$ cat src/gsw_pkg.sv
// Package for the gauge status-word readout: addresses, command codes, field positions and reset values.
package gsw_pkg;
  localparam logic [6:0]  GSW_SLAVE_ADDR      = 7'h47;
  localparam logic [7:0]  GSW_CMD_STATUS_READ = 8'h01;
  localparam logic [7:0]  GSW_CMD_CONFIG_WR   = 8'h02;
  localparam logic [7:0]  GSW_CMD_RESET       = 8'h00;
  localparam int          GSW_ST_DISCH_OC     = 7;
  localparam int          GSW_ST_CHG_OC       = 6;
  localparam int          GSW_ST_COMPARE      = 5;
  localparam int          GSW_ST_CNT_SEL      = 4;
  localparam int          GSW_ST_SOFT_OFF     = 3;
  localparam int          GSW_ST_DIRECTION    = 2;
  localparam int          GSW_ST_DIR_CHANGE   = 1;
  localparam logic [15:0] GSW_ST_ONES_MASK    = 16'hff01;
  localparam int          GSW_CFG_SOFT_OFF    = 9;
  localparam int          GSW_CFG_CLR_INT     = 7;
  localparam int          GSW_CFG_CNT_SEL     = 6;
  localparam logic [15:0] GSW_CFG_RESET       = 16'h0000;
  typedef enum logic [2:0] {
    GSW_IDLE, GSW_ADDR, GSW_ADDR_ACK, GSW_WR, GSW_WR_ACK, GSW_RD, GSW_RD_ACK, GSW_IGNORE
  } gsw_state_t;
endpackage

$ cat src/gsw_sync.sv
// Two-flop synchroniser for one pin input.
`timescale 1ns/100ps
`default_nettype none
module gsw_sync
  import gsw_pkg::*;
(
  input  wire logic mclk,
  input  wire logic reset,
  input  wire logic async_in,
  output logic      sync_out
);
  logic [1:0] sync_ff;
  always_ff @(posedge mclk) begin
    if (reset) begin
      sync_ff <= 2'h3;
    end else begin
      sync_ff <= {sync_ff[0], async_in};
    end
  end
  assign sync_out = sync_ff[1];
endmodule
`default_nettype wire

$ cat src/gsw_edge.sv
// Edge and bus-condition detector for the synchronised serial clock and data.
`timescale 1ns/100ps
`default_nettype none
module gsw_edge
  import gsw_pkg::*;
(
  input  wire logic mclk,
  input  wire logic reset,
  input  wire logic scl,
  input  wire logic sda,
  output logic      scl_rise,
  output logic      scl_fall,
  output logic      start_seen,
  output logic      stop_seen
);
  logic scl_d_ff;
  logic sda_d_ff;
  always_ff @(posedge mclk) begin
    if (reset) begin
      scl_d_ff <= 1'b1;
      sda_d_ff <= 1'b1;
    end else begin
      scl_d_ff <= scl;
      sda_d_ff <= sda;
    end
  end
  assign scl_rise   = scl & ~scl_d_ff;
  assign scl_fall   = ~scl & scl_d_ff;
  assign start_seen = scl & scl_d_ff & sda_d_ff & ~sda;
  assign stop_seen  = scl & scl_d_ff & ~sda_d_ff & sda;
endmodule
`default_nettype wire

$ cat src/gsw_top.sv
// Status-word readout of the fuel-gauge serial slave.
// Contract
// - Status by read-word or receive-byte.
// - Received command code latched until replaced.
// - Receive-byte after status command returns low byte.
// - Bits 15..8 and 0 read one.
// - Bit 7 sets on discharge overcurrent.
// - Bit 6 sets on charge overcurrent.
// - Overcurrent flags clear: soft-off, reset, clear-bit.
// - Bit 5 compare flag, same clears.
// - Bit 4 mirrors counter-select bit.
// - Bit 3 shows soft-off mode.
// - Bit 2 charge one, discharge zero.
// - Bit 1 sets on direction change.
// - Direction flag clears: reset, clear, soft-off write.
// - Config bit 7 write clears four flags.
// - Config bit 9 selects soft-off mode.
// - Config bit 6 selects charge counter.
// - Respond only to address 1000111.
`timescale 1ns/100ps
`default_nettype none
module gsw_top
  import gsw_pkg::*;
(
  input  wire logic mclk,
  input  wire logic reset,
  input  wire logic scl_in,
  input  wire logic sda_in,
  output logic      sda_out,
  output logic      sda_oe,
  input  wire logic disch_overcurrent,
  input  wire logic chg_overcurrent,
  input  wire logic compare_interrupt,
  input  wire logic charge_detect,
  input  wire logic discharge_detect,
  output logic      soft_off_mode,
  output logic      counter_select,
  output logic      clear_counters,
  output logic [15:0] config_word
);
  typedef struct packed {
    gsw_state_t  state;
    logic [3:0]  bit_cnt;
    logic [7:0]  shift;
    logic        is_read;
    logic        byte_idx;
    logic        got_cmd;
    logic [7:0]  cmd;
    logic [15:0] snap;
    logic [7:0]  data_lo;
    logic [15:0] cfg;
    logic        clr_cnt;
    logic        disch_oc;
    logic        chg_oc;
    logic        cmp;
    logic        dir;
    logic        dir_chg;
    logic        sda_low;
  } gsw_regs_t;

  gsw_regs_t r_ff;
  gsw_regs_t nxt_r;
  logic scl_s, sda_s, scl_rise, scl_fall, start_seen, stop_seen;
  logic [15:0] status_now;
  logic clr_int_wr, soft_wr, cfg_wr;
  logic [15:0] read_word;

  gsw_sync u_sync_scl (.mclk(mclk), .reset(reset), .async_in(scl_in), .sync_out(scl_s));
  gsw_sync u_sync_sda (.mclk(mclk), .reset(reset), .async_in(sda_in), .sync_out(sda_s));
  gsw_edge u_edge (.mclk(mclk), .reset(reset), .scl(scl_s), .sda(sda_s), .scl_rise(scl_rise),
                   .scl_fall(scl_fall), .start_seen(start_seen), .stop_seen(stop_seen));

  always_comb begin
    status_now = GSW_ST_ONES_MASK;
    status_now[GSW_ST_DISCH_OC]   = r_ff.disch_oc;
    status_now[GSW_ST_CHG_OC]     = r_ff.chg_oc;
    status_now[GSW_ST_COMPARE]    = r_ff.cmp;
    status_now[GSW_ST_CNT_SEL]    = r_ff.cfg[GSW_CFG_CNT_SEL];
    status_now[GSW_ST_SOFT_OFF]   = r_ff.cfg[GSW_CFG_SOFT_OFF];
    status_now[GSW_ST_DIRECTION]  = r_ff.dir;
    status_now[GSW_ST_DIR_CHANGE] = r_ff.dir_chg;
  end

  // A configuration write takes effect on the clock fall that ends the eighth bit of its second data byte, before that byte is acknowledged.
  assign cfg_wr     = (r_ff.state == GSW_WR) && scl_fall && (r_ff.bit_cnt == 4'h7) && r_ff.got_cmd
                      && r_ff.byte_idx && (r_ff.cmd == GSW_CMD_CONFIG_WR);
  assign clr_int_wr = cfg_wr && r_ff.data_lo[GSW_CFG_CLR_INT];
  assign soft_wr    = cfg_wr && r_ff.shift[GSW_CFG_SOFT_OFF - 8];
  // A read with any other command latched sends all ones.
  assign read_word  = (r_ff.cmd == GSW_CMD_STATUS_READ) ? status_now : 16'hffff;

  always_comb begin
    nxt_r = r_ff;
    nxt_r.clr_cnt = 1'b0;
    case (r_ff.state)
      GSW_IDLE, GSW_IGNORE: begin
      end
      GSW_ADDR: begin
        // Bits are counted on rising edges, so the falling edge that ends a start is not taken as a bit.
        if (scl_rise) begin
          nxt_r.shift   = {r_ff.shift[6:0], sda_s};
          nxt_r.bit_cnt = r_ff.bit_cnt + 4'h1;
        end
        if (scl_fall && r_ff.bit_cnt == 4'h8) begin
          if (r_ff.shift[7:1] == GSW_SLAVE_ADDR) begin
            nxt_r.state   = GSW_ADDR_ACK;
            nxt_r.is_read = r_ff.shift[0];
            nxt_r.sda_low = 1'b1;
            nxt_r.byte_idx = 1'b0;
            nxt_r.got_cmd = 1'b0;
          end else begin
            nxt_r.state = GSW_IGNORE;
          end
        end
      end
      GSW_ADDR_ACK: begin
        if (scl_fall) begin
          nxt_r.bit_cnt = 4'h0;
          if (r_ff.is_read) begin
            // Receive-byte after a status command yields the low byte only; read-word yields both.
            nxt_r.snap    = read_word;
            nxt_r.state   = GSW_RD;
            nxt_r.shift   = read_word[7:0];
            nxt_r.sda_low = ~read_word[7];
          end else begin
            nxt_r.state   = GSW_WR;
            nxt_r.sda_low = 1'b0;
          end
        end
      end
      GSW_WR: begin
        if (scl_rise) begin
          nxt_r.shift = {r_ff.shift[6:0], sda_s};
        end
        if (scl_fall && r_ff.bit_cnt == 4'h7) begin
          nxt_r.state   = GSW_WR_ACK;
          nxt_r.sda_low = 1'b1;
          if (!r_ff.got_cmd) begin
            nxt_r.cmd     = r_ff.shift;
            nxt_r.got_cmd = 1'b1;
          end else if (!r_ff.byte_idx) begin
            nxt_r.data_lo  = r_ff.shift;
            nxt_r.byte_idx = 1'b1;
          end else if (r_ff.cmd == GSW_CMD_CONFIG_WR) begin
            nxt_r.cfg     = {r_ff.shift, r_ff.data_lo};
            nxt_r.clr_cnt = r_ff.shift[0];
            nxt_r.cfg[GSW_CFG_CLR_INT] = 1'b0;
            nxt_r.byte_idx = 1'b0;
          end
        end else if (scl_fall) begin
          nxt_r.bit_cnt = r_ff.bit_cnt + 4'h1;
        end
      end
      GSW_WR_ACK: begin
        if (scl_fall) begin
          nxt_r.state   = GSW_WR;
          nxt_r.sda_low = 1'b0;
          nxt_r.bit_cnt = 4'h0;
        end
      end
      GSW_RD: begin
        if (scl_fall) begin
          if (r_ff.bit_cnt == 4'h7) begin
            nxt_r.state   = GSW_RD_ACK;
            nxt_r.sda_low = 1'b0;
          end else begin
            nxt_r.bit_cnt = r_ff.bit_cnt + 4'h1;
            nxt_r.shift   = {r_ff.shift[6:0], 1'b1};
            nxt_r.sda_low = ~r_ff.shift[6];
          end
        end
      end
      GSW_RD_ACK: begin
        if (scl_rise && sda_s) begin
          nxt_r.state = GSW_IGNORE;
        end else if (scl_fall) begin
          nxt_r.state   = GSW_RD;
          nxt_r.bit_cnt = 4'h0;
          nxt_r.shift    = r_ff.snap[15:8];
          nxt_r.byte_idx = 1'b1;
          nxt_r.sda_low  = ~r_ff.snap[15];
        end
      end
      default: begin
        nxt_r.state = GSW_IDLE;
      end
    endcase
    if (start_seen) begin
      nxt_r.state   = GSW_ADDR;
      nxt_r.bit_cnt = 4'h0;
      nxt_r.sda_low = 1'b0;
    end else if (stop_seen) begin
      nxt_r.state   = GSW_IDLE;
      nxt_r.sda_low = 1'b0;
    end

    // Clears come first so that a same-cycle event still sets its flag, except an overcurrent or compare event in soft-off.
    if (r_ff.cfg[GSW_CFG_SOFT_OFF] || clr_int_wr) begin
      nxt_r.disch_oc = 1'b0;
      nxt_r.chg_oc   = 1'b0;
      nxt_r.cmp      = 1'b0;
    end
    if (clr_int_wr || soft_wr) begin
      nxt_r.dir_chg = 1'b0;
    end
    if (!r_ff.cfg[GSW_CFG_SOFT_OFF]) begin
      // Detectors are idle in soft-off, so events are not taken there.
      if (disch_overcurrent) nxt_r.disch_oc = 1'b1;
      if (chg_overcurrent)   nxt_r.chg_oc   = 1'b1;
      if (compare_interrupt) nxt_r.cmp      = 1'b1;
    end
    if (charge_detect && !r_ff.dir) begin
      nxt_r.dir     = 1'b1;
      nxt_r.dir_chg = 1'b1;
    end else if (discharge_detect && !charge_detect && r_ff.dir) begin
      nxt_r.dir     = 1'b0;
      nxt_r.dir_chg = 1'b1;
    end
  end

  always_ff @(posedge mclk) begin
    if (reset) begin
      r_ff <= '{state: GSW_IDLE, cmd: GSW_CMD_RESET, cfg: GSW_CFG_RESET, snap: GSW_ST_ONES_MASK,
                data_lo: 8'hff, default: '0};
    end else begin
      r_ff <= nxt_r;
    end
  end

  assign sda_out        = 1'b0;
  assign sda_oe         = r_ff.sda_low;
  assign soft_off_mode  = r_ff.cfg[GSW_CFG_SOFT_OFF];
  assign counter_select = r_ff.cfg[GSW_CFG_CNT_SEL];
  assign clear_counters = r_ff.clr_cnt;
  assign config_word    = r_ff.cfg;

  property p_ones;
    @(posedge mclk) disable iff (reset) (status_now | ~GSW_ST_ONES_MASK) == 16'hffff;
  endproperty
  a_ones: assert property (p_ones) else $error("unused status bits not one");
  property p_disch;
    @(posedge mclk) disable iff (reset)
      disch_overcurrent && !r_ff.cfg[GSW_CFG_SOFT_OFF] |=> status_now[GSW_ST_DISCH_OC];
  endproperty
  a_disch: assert property (p_disch) else $error("discharge flag missed");
  property p_chg;
    @(posedge mclk) disable iff (reset)
      chg_overcurrent && !r_ff.cfg[GSW_CFG_SOFT_OFF] |=> status_now[GSW_ST_CHG_OC];
  endproperty
  a_chg: assert property (p_chg) else $error("charge flag missed");
  property p_softclr;
    @(posedge mclk) disable iff (reset)
      r_ff.cfg[GSW_CFG_SOFT_OFF] ##1 r_ff.cfg[GSW_CFG_SOFT_OFF] |-> !r_ff.disch_oc && !r_ff.chg_oc && !r_ff.cmp;
  endproperty
  a_softclr: assert property (p_softclr) else $error("flags not cleared in soft-off");
  property p_clear_interrupts_bit;
    @(posedge mclk) disable iff (reset)
      clr_int_wr && !disch_overcurrent && !chg_overcurrent && !compare_interrupt |=> !r_ff.cmp && !r_ff.chg_oc;
  endproperty
  a_clear_interrupts_bit: assert property (p_clear_interrupts_bit) else $error("clear-interrupt write ignored");
  property p_mirror;
    @(posedge mclk) disable iff (reset) status_now[GSW_ST_CNT_SEL] == counter_select;
  endproperty
  a_mirror: assert property (p_mirror) else $error("select mirror wrong");
  property p_dir;
    @(posedge mclk) disable iff (reset) charge_detect |=> status_now[GSW_ST_DIRECTION];
  endproperty
  a_dir: assert property (p_dir) else $error("direction not charge");
  property p_dirchg;
    @(posedge mclk) disable iff (reset) $changed(r_ff.dir) |-> r_ff.dir_chg;
  endproperty
  a_dirchg: assert property (p_dirchg) else $error("direction change not flagged");
  property p_snap;
    @(posedge mclk) disable iff (reset)
      r_ff.state == GSW_RD && $past(r_ff.state) == GSW_RD |-> $stable(r_ff.snap);
  endproperty
  a_snap: assert property (p_snap) else $error("snapshot moved during read");
  property p_rdbit;
    @(posedge mclk) disable iff (reset)
      r_ff.state == GSW_RD |-> sda_oe == ~r_ff.snap[{r_ff.byte_idx, 3'h7 - r_ff.bit_cnt[2:0]}];
  endproperty
  a_rdbit: assert property (p_rdbit) else $error("read bit not from snapshot");
  property p_foreign;
    @(posedge mclk) disable iff (reset)
      r_ff.state == GSW_ADDR && scl_fall && r_ff.bit_cnt == 4'h8 && r_ff.shift[7:1] != GSW_SLAVE_ADDR
      |=> r_ff.state == GSW_IGNORE && !sda_oe;
  endproperty
  a_foreign: assert property (p_foreign) else $error("foreign address answered");
  property p_latch;
    @(posedge mclk) disable iff (reset)
      $changed(r_ff.cmd) |-> $past(r_ff.state) == GSW_WR && !$past(r_ff.got_cmd);
  endproperty
  a_latch: assert property (p_latch) else $error("command code changed outside a command byte");
  property p_cmp;
    @(posedge mclk) disable iff (reset)
      compare_interrupt && !r_ff.cfg[GSW_CFG_SOFT_OFF] |=> status_now[GSW_ST_COMPARE];
  endproperty
  a_cmp: assert property (p_cmp) else $error("compare flag missed");
  property p_dis;
    @(posedge mclk) disable iff (reset)
      discharge_detect && !charge_detect |=> !status_now[GSW_ST_DIRECTION];
  endproperty
  a_dis: assert property (p_dis) else $error("direction not discharge");
  c_cfg:  cover property (@(posedge mclk) cfg_wr);
  c_ignore: cover property (@(posedge mclk) r_ff.state == GSW_IGNORE);
  c_read: cover property (@(posedge mclk) r_ff.state == GSW_RD_ACK);
  c_soft: cover property (@(posedge mclk) soft_wr);
endmodule
`default_nettype wire

$ cat config.mk
export PLATFORM = sky130hd
export DESIGN_NAME = gsw_top
export DESIGN_NICKNAME = d
export VERILOG_FILES = /design/src/gsw_pkg.sv /design/src/gsw_sync.sv /design/src/gsw_edge.sv /design/src/gsw_top.sv
export SDC_FILE = /design/constraint.sdc
export NUM_CORES = 1
export LEC_CHECK = 0
export ABC_AREA = 0
export BUFFER_PORTS_ARGS = -buffer_cell sky130_fd_sc_hd__buf_4
export CAP_MARGIN = 0
export CORE_MARGIN = 5
export CORE_UTILIZATION = 55
export DETAILED_ROUTE_END_ITERATION = 12
export PLACE_DENSITY = 0.78
export SYNTH_ARGS = -nofsm -noshare
export SYNTH_HDL_FRONTEND = slang
export SYNTH_SLANG_ARGS = --single-unit
$ cat constraint.sdc
create_clock -name mclk -period 2.46 [get_ports mclk]
set_input_delay 0.246 -clock mclk [delete_from_list [all_inputs] [get_ports mclk]]
set_output_delay 0.246 -clock mclk [all_outputs]
set_load 0.03 [all_outputs]
==> metrics.cfg, run 1 <==
[cts]
cts_sinks=62
post_cts_buffers=0
root_buffer=clkbuf_8
cts_hold_buffers=0
clock_latency_ns=0.34
cts_max_level=3
cts_resized=0
path_clk_slew_ns=0.07
cts_tree=built
ctsLongestPathBuffers=2
numCtsBuffers=9

[route]
final_antenna_net_count=0
routed-via-count=2604
drt_iter0_drc=97
vias_per_cell=5.748
drc=0
finalWirelength_mm=6.622
wl_per_cell_um=14.62
firstDrtPassIters=5

[logic_synthesis]
syn_avg_cell_area_um2=8.023
synth_top_flop_cell=dfxtp_1
seq_area_frac_synth_pct=42.50
synth_edf_count=0
netlist_area_um2=2920
synth_cells=364
synth_warnings=0
synthArstFlopShare_pct=0
yosys.cell_types.count=58
ys_ff_latch=62

[sta]
worst_pin_slew_ns=0.6401
slew_viol_final=0
max_freq_mhz=466.9
finalHoldViolations=0
min_period_ns=2.142
final.setup.tns_ns=0
finClkSkew_ns=0.01157
relSlewSlack_pct=57.27
setup_viol=0
worst_slack_ns=0.3180
fin_crit_sh_pct=87.07
rsz0062_at_grt=false

[final_layout]
stdcell_area_um2=3339
antenna_cells=0
drive_gt1_share_pct=19.58
fin_nets=389
seqCellArea_um2=1241
mostFrequentLayoutCell=nand2_1
final.fill_count=460
synthToLayoutAreaGrowth_pct=14.35
stdcell_count=453
multi_input_area_um2=1451
layout_common_cells=71 x nand2_1, 62 x dfxtp_1, 46 x a21oi_1

[worst_setup_path]
worstPathRequired_ns=2.74
worstReg2RegStart=r_ff[70]
worstRegToRegCells=5
reg2reg_slack_ns=0.32
critPathLaunchType=register
crit_path_end_kind=register
crit_fanout=20
worst-setup-path-type=register to register
startpoint=r_ff[70]
cp.arrival_ns=2.42
r2r_end=config_word[12]

[grt]
overflow=0
antenna_found_initial=0
grt_pass1_wl_mm=11.61
grt_max_degree=58
grt_usage_pct=20.32
grt_pass1_vias=2472

[min_path]
holdPathStages=2
hp-class=input port to register
hold_end=u_sync_sda.sync_ff[0]
hold_start=sda_in

[power_and_ir_drop]
p_total_w=0.002425
leakage_nw=1.235
ir_worst_vdd_v=0.0006310
power_density_nw_per_um2=726.3

[floorplanning]
core-area_um2=5140
ios=30
fp-row-count=26
dieArea_um2=6867
initial_utilization_pct=56.82
die_h_um=82.87
die_x_um=82.87

[placed_design]
place_congestion=0.8761
place_area_um2=3092
pre_cts_ws_ns=0.3183
dp.cells=437
port_buffers=27
dp_hpwl_mm=4.373

[job]
cap_violations=0

[outcome]
status=completed

[state kept, by name, indices dropped and copies added, names as in the netlist]
signal	flops
sda_oe	1
r_ff	39
u_sync_sda.sync_ff	2
u_edge.scl_d_ff	1
u_sync_scl.sync_ff	2
u_edge.sda_d_ff	1
config_word	15
clear_counters	1
[final cells by class]
class,count,area share (%)
inverter,5,0.5620
sequential,62,37.17
multi-input combinational,261,43.46
tap,70,2.623
timing repair buffer,39,8.767
clock buffer,11,4.234
clock inverter,5,3.185
[worst max-delay path, cell delays in order, from the launching register on]
cell and delay (ns):
dfxtp_1 0.73, nor2b_1 0.32, and3_1 0.23, and3_1 0.52, nand2_1 0.12, a21oi_1 0.15
[cell families after synthesis]
| logic type | share of synthesized area (%) |
|---|---|
| muxes | 1.071 |
| AOI/OAI and AO/OA | 19.75 |
| other | 0.1284 |
| and+or+nand+nor | 27.46 |
| xor gates and xnor gates | 0.3000 |
| buffers and inverters | 7.926 |
| DFF | 42.50 |
| adders and majority gates | 0.8568 |
[layer usage]
metal / global-route usage [%] / part of all wire [%] / vias to the layer above
met5: 0 / 0 / -
met4: 10.10 / 2.6 / 0
met3: 4.851 / 7.0 / 18
met2: 31.85 / 46 / 90
met1: 26.07 / 45 / 1221
li1: - / - / 1275
[stage by stage]
step	hold slack [ns]	util, %
final	0.09316	64.97
after detailed placement	0.3963	60.15
after floorplan	0.3498	-
after CTS	0.08294	64.97
after global placement	0.3927	60.15
after global routing	0.08169	64.97
[Yosys cell counts, types with 5 or more instances]
library cell	n	area share [%]
nand2_1	71	9.1
dfxtp_1	62	43
a21oi_1	46	7.9
nor2_1	20	2.6
o21ai_0	18	3.1
buf_4	17	4.4
clkbuf_1	11	1.4
nand3b_1	9	2.3
or2_2	9	1.9
buf_2	8	1.4
nor3_1	8	1.4
o22ai_1	7	1.5
and3_1	5	1.1
inv_1	5	0.64
nand3_1	5	0.86
[power by group]
group | switching [W] | internal (W) | total [W]
clock network | 0.000405 | 0.000703 | 0.00111
logic | 0.000136 | 0.000105 | 0.000241
registers | 0.0000452 | 0.00103 | 0.00108
[worst max path at each step]
stage | end | slack, ns | cells past startpoint
3_3_place_gp | config_word[0] | 0.39 | 5
4_1_cts | config_word[12] | 0.32 | 5
6_report | config_word[12] | 0.32 | 5
2_1_floorplan | r_ff[69] | 0.65 | 7
3_5_place_dp | config_word[12] | 0.32 | 5
5_1_grt | config_word[3] | 0.05 | 5
Note: power is estimated with default switching activity, not from simulation.
==> run 2: changes to the inputs <==
- clock period: 2.46 -> 2.1 ns (I/O delays scaled with it)
==> metrics.cfg, run 2 (synthesized netlist as in run 1, its figures left out) <==
[grt]
grt_pass1_vias=2314  ; was 2472
grt_usage_pct=19.11  ; was 20.32%
grt_pass1_wl_mm=10.92  ; was 11.61 mm
antenna_found_initial=0  ; unchanged
grt_max_degree=58  ; unchanged
overflow=0  ; unchanged

[power_and_ir_drop]
leakage_nw=1.252  ; was 1.235 nW
ir_worst_vdd_v=0.0006254  ; was 0.0006310 V
power_density_nw_per_um2=773.5  ; was 726.3 nW/µm²

[sta]
final.setup.tns_ns=0  ; unchanged
rsz0062_at_grt=false  ; unchanged
finClkSkew_ns=0.01235  ; was 0.01157 ns
slew_viol_final=0  ; unchanged
finalHoldViolations=0  ; unchanged
setup_viol=0  ; unchanged
worst_pin_slew_ns=0.5430  ; was 0.6401 ns
relSlewSlack_pct=63.80  ; was 57.27%
min_period_ns=1.959  ; was 2.142 ns
fin_crit_sh_pct=93.29  ; was 87.07%
max_freq_mhz=510.4  ; was 466.9 MHz

[route]
finalWirelength_mm=6.533  ; was 6.622 mm
drc=0  ; unchanged
routed-via-count=2617  ; was 2604
final_antenna_net_count=0  ; unchanged
wl_per_cell_um=14.17  ; was 14.62 µm
firstDrtPassIters=5  ; unchanged
vias_per_cell=5.677  ; was 5.748
drt_iter0_drc=183  ; was 97

[floorplanning]
core-area_um2=5140  ; unchanged
die_x_um=82.87  ; unchanged
die_h_um=82.87  ; unchanged
initial_utilization_pct=56.82  ; unchanged
dieArea_um2=6867  ; unchanged
fp-row-count=26  ; unchanged
ios=30  ; unchanged

[placed_design]
dp.cells=444  ; was 437
port_buffers=27  ; unchanged
place_area_um2=3144  ; was 3092 µm²
dp_hpwl_mm=4.501  ; was 4.373 mm
place_congestion=0.8975  ; was 0.8761

[worst_setup_path]
cp_num_buf_inv=0  ; unchanged
cp.arrival_ns=2.22  ; was 2.42 ns
crit_family=simple AND/OR/NAND/NOR gates  ; unchanged
worstPathRequired_ns=2.36  ; was 2.74 ns
crit_fanout=8  ; was 20
r2r_end=r_ff[69]  ; was config_word[12]
worstReg2RegStart=r_ff[66]  ; was r_ff[70]
cp_slowest_stage_delay_ns=0.51  ; was 0.73 ns
reg2reg_slack_ns=0.14  ; was 0.32 ns
critPathLaunchType=register  ; unchanged
cp_cell_sequence=ha_1, and3b_1, o211ai_2, and3_1, o21ai_2, or4_1, a21oi_1  ; was nor2b_1, and3_1, and3_1, nand2_1, a21oi_1
worstRegToRegCells=7  ; was 5
cp_slowest_cell=or4_1  ; was dfxtp_1
crit_path_end_kind=register  ; unchanged
worst-setup-path-type=register to register  ; unchanged

[final_layout]
mostFrequentLayoutCell=nand2_1  ; unchanged
drive_gt1_share_pct=21.48  ; was 19.58%
largest_reg_flops=39  ; unchanged
top_register=r_ff  ; unchanged
stdcell_count=461  ; was 453
antenna_cells=0  ; unchanged
synthToLayoutAreaGrowth_pct=14.82  ; was 14.35%
stdcell_area_um2=3353  ; was 3339 µm²
layout_common_cells=71 x nand2_1, 61 x dfxtp_1, 47 x buf_4  ; was 71 x nand2_1, 62 x dfxtp_1, 46 x a21oi_1
fin_nets=397  ; was 389

[outcome]
status=completed  ; unchanged

[cts]
clock_latency_ns=0.33  ; was 0.34 ns
cts_hold_buffers=0  ; unchanged
root_buffer=clkbuf_8  ; unchanged
numCtsBuffers=9  ; unchanged
path_clk_slew_ns=0.06  ; was 0.07 ns
cts_tree=built  ; unchanged
ctsLongestPathBuffers=2  ; unchanged
cts_max_level=3  ; unchanged
cts_sinks=62  ; unchanged

[min_path]
hold_end=u_sync_scl.sync_ff[0]  ; was u_sync_sda.sync_ff[0]
holdPathStages=2  ; unchanged
hold_start=scl_in  ; was sda_in
hp-class=input port to register  ; unchanged

[job]
cap_violations=0  ; unchanged

-- run 2: worst max-delay path by stage --
stage	cells after the start	startpoint	endpoint
final	7	r_ff[66]	r_ff[69]
after detailed placement	7	r_ff[66]	r_ff[69]
after global placement	7	r_ff[66]	r_ff[69]
after floorplan	7	r_ff[66]	r_ff[69]
after CTS	7	r_ff[66]	r_ff[69]
after global routing	7	r_ff[66]	r_ff[69]
-- run 2: final cells by class --
cell class,instances,area (µm²)
well taps,70,87.58
multi-input cells,261,1451
fillers,455,1787
inverters,5,18.77
flip-flops and latches,62,1242
clock inverters,5,58.81
clock buffers,11,141.4
repair buffers,47,352.8
-- run 2: power by group --
group,switching [W],total [W],internal (W)
registers,0.0000446,0.00125,0.00121
clock network,0.000465,0.00105,0.000581
logic,0.000167,0.000296,0.000129
-- run 2: through the flow --
step           worst slack (ns)  hold slack (ns)  total power (W)  utilization, %
6_report                 0.1409          0.06282         0.002594           65.24
5_1_grt                0.005163          0.04349         0.002723           65.24
2_1_floorplan            0.2880           0.3138         0.001490               -
4_1_cts                  0.1487          0.05476         0.002610           65.07
3_3_place_gp             0.2062           0.3906         0.001562           61.17
3_5_place_dp             0.1539           0.3932         0.001569           61.17
-- run 2: per-layer routing --
layer,global-route usage (%),wire [µm],up-vias
met5,0,0,-
met4,8.024,118,0
met3,5.545,412,15
met2,27.77,2973,100
met1,26.35,3029,1211
li1,-,-,1291
-- run 2: repair_timing --
item | CTS | global route
endpoints found under the setup margin | 0 | 1
setup buffers | 0 | 1
resized for setup | 0 | 1
hold endpoints to repair | 0 | 0
==> run 3: changes to the inputs <==
- CORE_ASPECT_RATIO: default -> 0.8
==> metrics.cfg, run 3 (synthesized netlist as in run 1, its figures left out) <==
[grt]
grt_pass1_vias=2393  ; was 2314
grt_usage_pct=21.49  ; was 19.11%
antenna_found_initial=0  ; unchanged
grt_max_degree=58  ; unchanged
overflow=0  ; unchanged
grt_pass1_wl_mm=11.60  ; was 10.92 mm

[min_path]
holdPathStages=2  ; unchanged
hp-class=input port to register  ; unchanged
hold_start=scl_in  ; unchanged

[worst_setup_path]
crit_fanout=9  ; was 8
cp_cell_sequence=buf_4, nor3_1, a21oi_1, and3_1, o21ai_2, or4_1, a21oi_1  ; was ha_1, and3b_1, o211ai_2, and3_1, o21ai_2, or4_1, a21oi_1
worst-setup-path-type=register to register  ; unchanged
worstPathRequired_ns=2.36  ; about the same
path_depth=7  ; unchanged
worstRegToRegCells=7  ; unchanged
cp_num_buf_inv=1  ; was 0
cp_slowest_stage_delay_ns=0.54  ; was 0.51 ns
crit_family=simple AND/OR/NAND/NOR gates  ; unchanged
crit_path_frequent_cell=a21oi_1
cp.arrival_ns=2.26  ; was 2.22 ns
cp_slowest_cell=dfxtp_1  ; was or4_1
startpoint=r_ff[71]  ; was r_ff[66]
worstReg2RegStart=r_ff[71]  ; was r_ff[66]
crit_path_end_kind=register  ; unchanged
critPathLaunchType=register  ; unchanged

[floorplanning]
die_x_um=91.47  ; was 82.87 µm
ios=30  ; unchanged
initial_utilization_pct=57.66  ; was 56.82%
core-area_um2=5065  ; was 5140 µm²
die_h_um=75.18  ; was 82.87 µm
fp-row-count=23  ; was 26
dieArea_um2=6876  ; was 6867 µm²

[final_layout]
largest_reg_flops=39  ; unchanged
mostFrequentLayoutCell=nand2_1  ; unchanged
layout_common_cells=71 x nand2_1, 61 x dfxtp_1, 48 x buf_4  ; was 71 x nand2_1, 61 x dfxtp_1, 47 x buf_4
antenna_cells=0  ; unchanged
fin_nets=398  ; was 397
top_register=r_ff  ; unchanged
drive_gt1_share_pct=23.02  ; was 21.48%
synthToLayoutAreaGrowth_pct=16.84  ; was 14.82%

[placed_design]
place_congestion=0.9410  ; was 0.8975
dp_hpwl_mm=4.791  ; was 4.501 mm
port_buffers=27  ; unchanged

[route]
firstDrtPassIters=5  ; unchanged
vias_per_cell=5.817  ; was 5.677
wl_per_cell_um=15.39  ; was 14.17 µm
drt_iter0_drc=319  ; was 183
finalWirelength_mm=6.971  ; was 6.533 mm
routed-via-count=2635  ; was 2617
drc=0  ; unchanged
final_antenna_net_count=0  ; unchanged

[sta]
fin_crit_sh_pct=94.89  ; was 93.29%
slew_viol_final=0  ; unchanged
finalHoldViolations=0  ; unchanged
setup_viol=0  ; unchanged
min_period_ns=1.993  ; was 1.959 ns
rsz0062_at_grt=false  ; unchanged
relSlewSlack_pct=64.02  ; was 63.80%
finClkSkew_ns=0.008752  ; was 0.01235 ns
max_freq_mhz=501.8  ; was 510.4 MHz
worst_pin_slew_ns=0.5397  ; was 0.5430 ns
final.setup.tns_ns=0  ; unchanged

[cts]
cts_max_level=3  ; unchanged
numCtsBuffers=9  ; unchanged
cts_tree=built  ; unchanged
path_clk_slew_ns=0.07  ; was 0.06 ns
root_buffer=clkbuf_8  ; unchanged
ctsLongestPathBuffers=2  ; unchanged
cts_sinks=62  ; unchanged
clock_latency_ns=0.34  ; was 0.33 ns

[power_and_ir_drop]
p_total_w=0.002828  ; was 0.002594 W
leakage_nw=1.282  ; was 1.252 nW
power_density_nw_per_um2=828.9  ; was 773.5 nW/µm²
ir_worst_vdd_v=0.0006069  ; was 0.0006254 V

[job]
cap_violations=0  ; unchanged

[outcome]
status=completed  ; unchanged

## run 3: changes by cell type in the layout (fill, tap and decap cells not counted), sizes merged
cell      before  now
buf           47   48
clkinvlp       2    0
clkinv         2    1
bufinv         1    3
## run 3: layer usage
layer  global-route usage (%)  vias to the layer above  share of wire (%)
met2                    30.90                       84                 43
li1                         -                     1288                  -
met1                    30.54                     1253                 49
met3                    6.893                       10                6.4
met4                    7.166                        0                1.4
met5                        0                        -                  0
## run 3: repair_timing
| item | in CTS | in global routing |
|---|---|---|
| hold endpoints to repair | 0 | 0 |
| hold buffers | 0 | 0 |
| setup endpoints to repair | 0 | 32 |
| gates resized for setup | 0 | 7 |
| setup buffers | 0 | 2 |
## run 3: final timing paths
kind | end | slack (ns)
min reg2reg | u_sync_sda.sync_ff[1] | 0.42
max reg2reg | r_ff[69] | 0.11
max | r_ff[69] | 0.11
min | u_sync_scl.sync_ff[0] | 0.05
## run 3: area by class of cell
class / count / area, µm²
Fill cell: 412 / 1653
Multi-Input combinational cell: 261 / 1476
Sequential cell: 62 / 1242
Timing Repair Buffer: 48 / 360.3
Clock buffer: 11 / 141.4
Clock inverter: 4 / 95.09
Tap cell: 62 / 77.57
Inverter: 5 / 18.77
## run 3: power breakdown
part           internal, W  switching (W)
Sequential         0.00121      0.0000457
Clock             0.000813       0.000449
Combinational     0.000133       0.000179
## run 3: per-stage QoR
step                area [µm²]  worst slack [ns]  cells  hold WS (ns)  utilization (%)
floorplan                 2924            0.2880    365        0.3138                -
global placement          3134            0.1451    436        0.3931            61.88
detailed placement        3134            0.1046    436        0.3986            61.88
CTS                       3371           0.08086    451       0.03627            66.55
global route              3412           0.01327    453       0.03665            67.37
finish                    3412            0.1073    453       0.05216            67.37
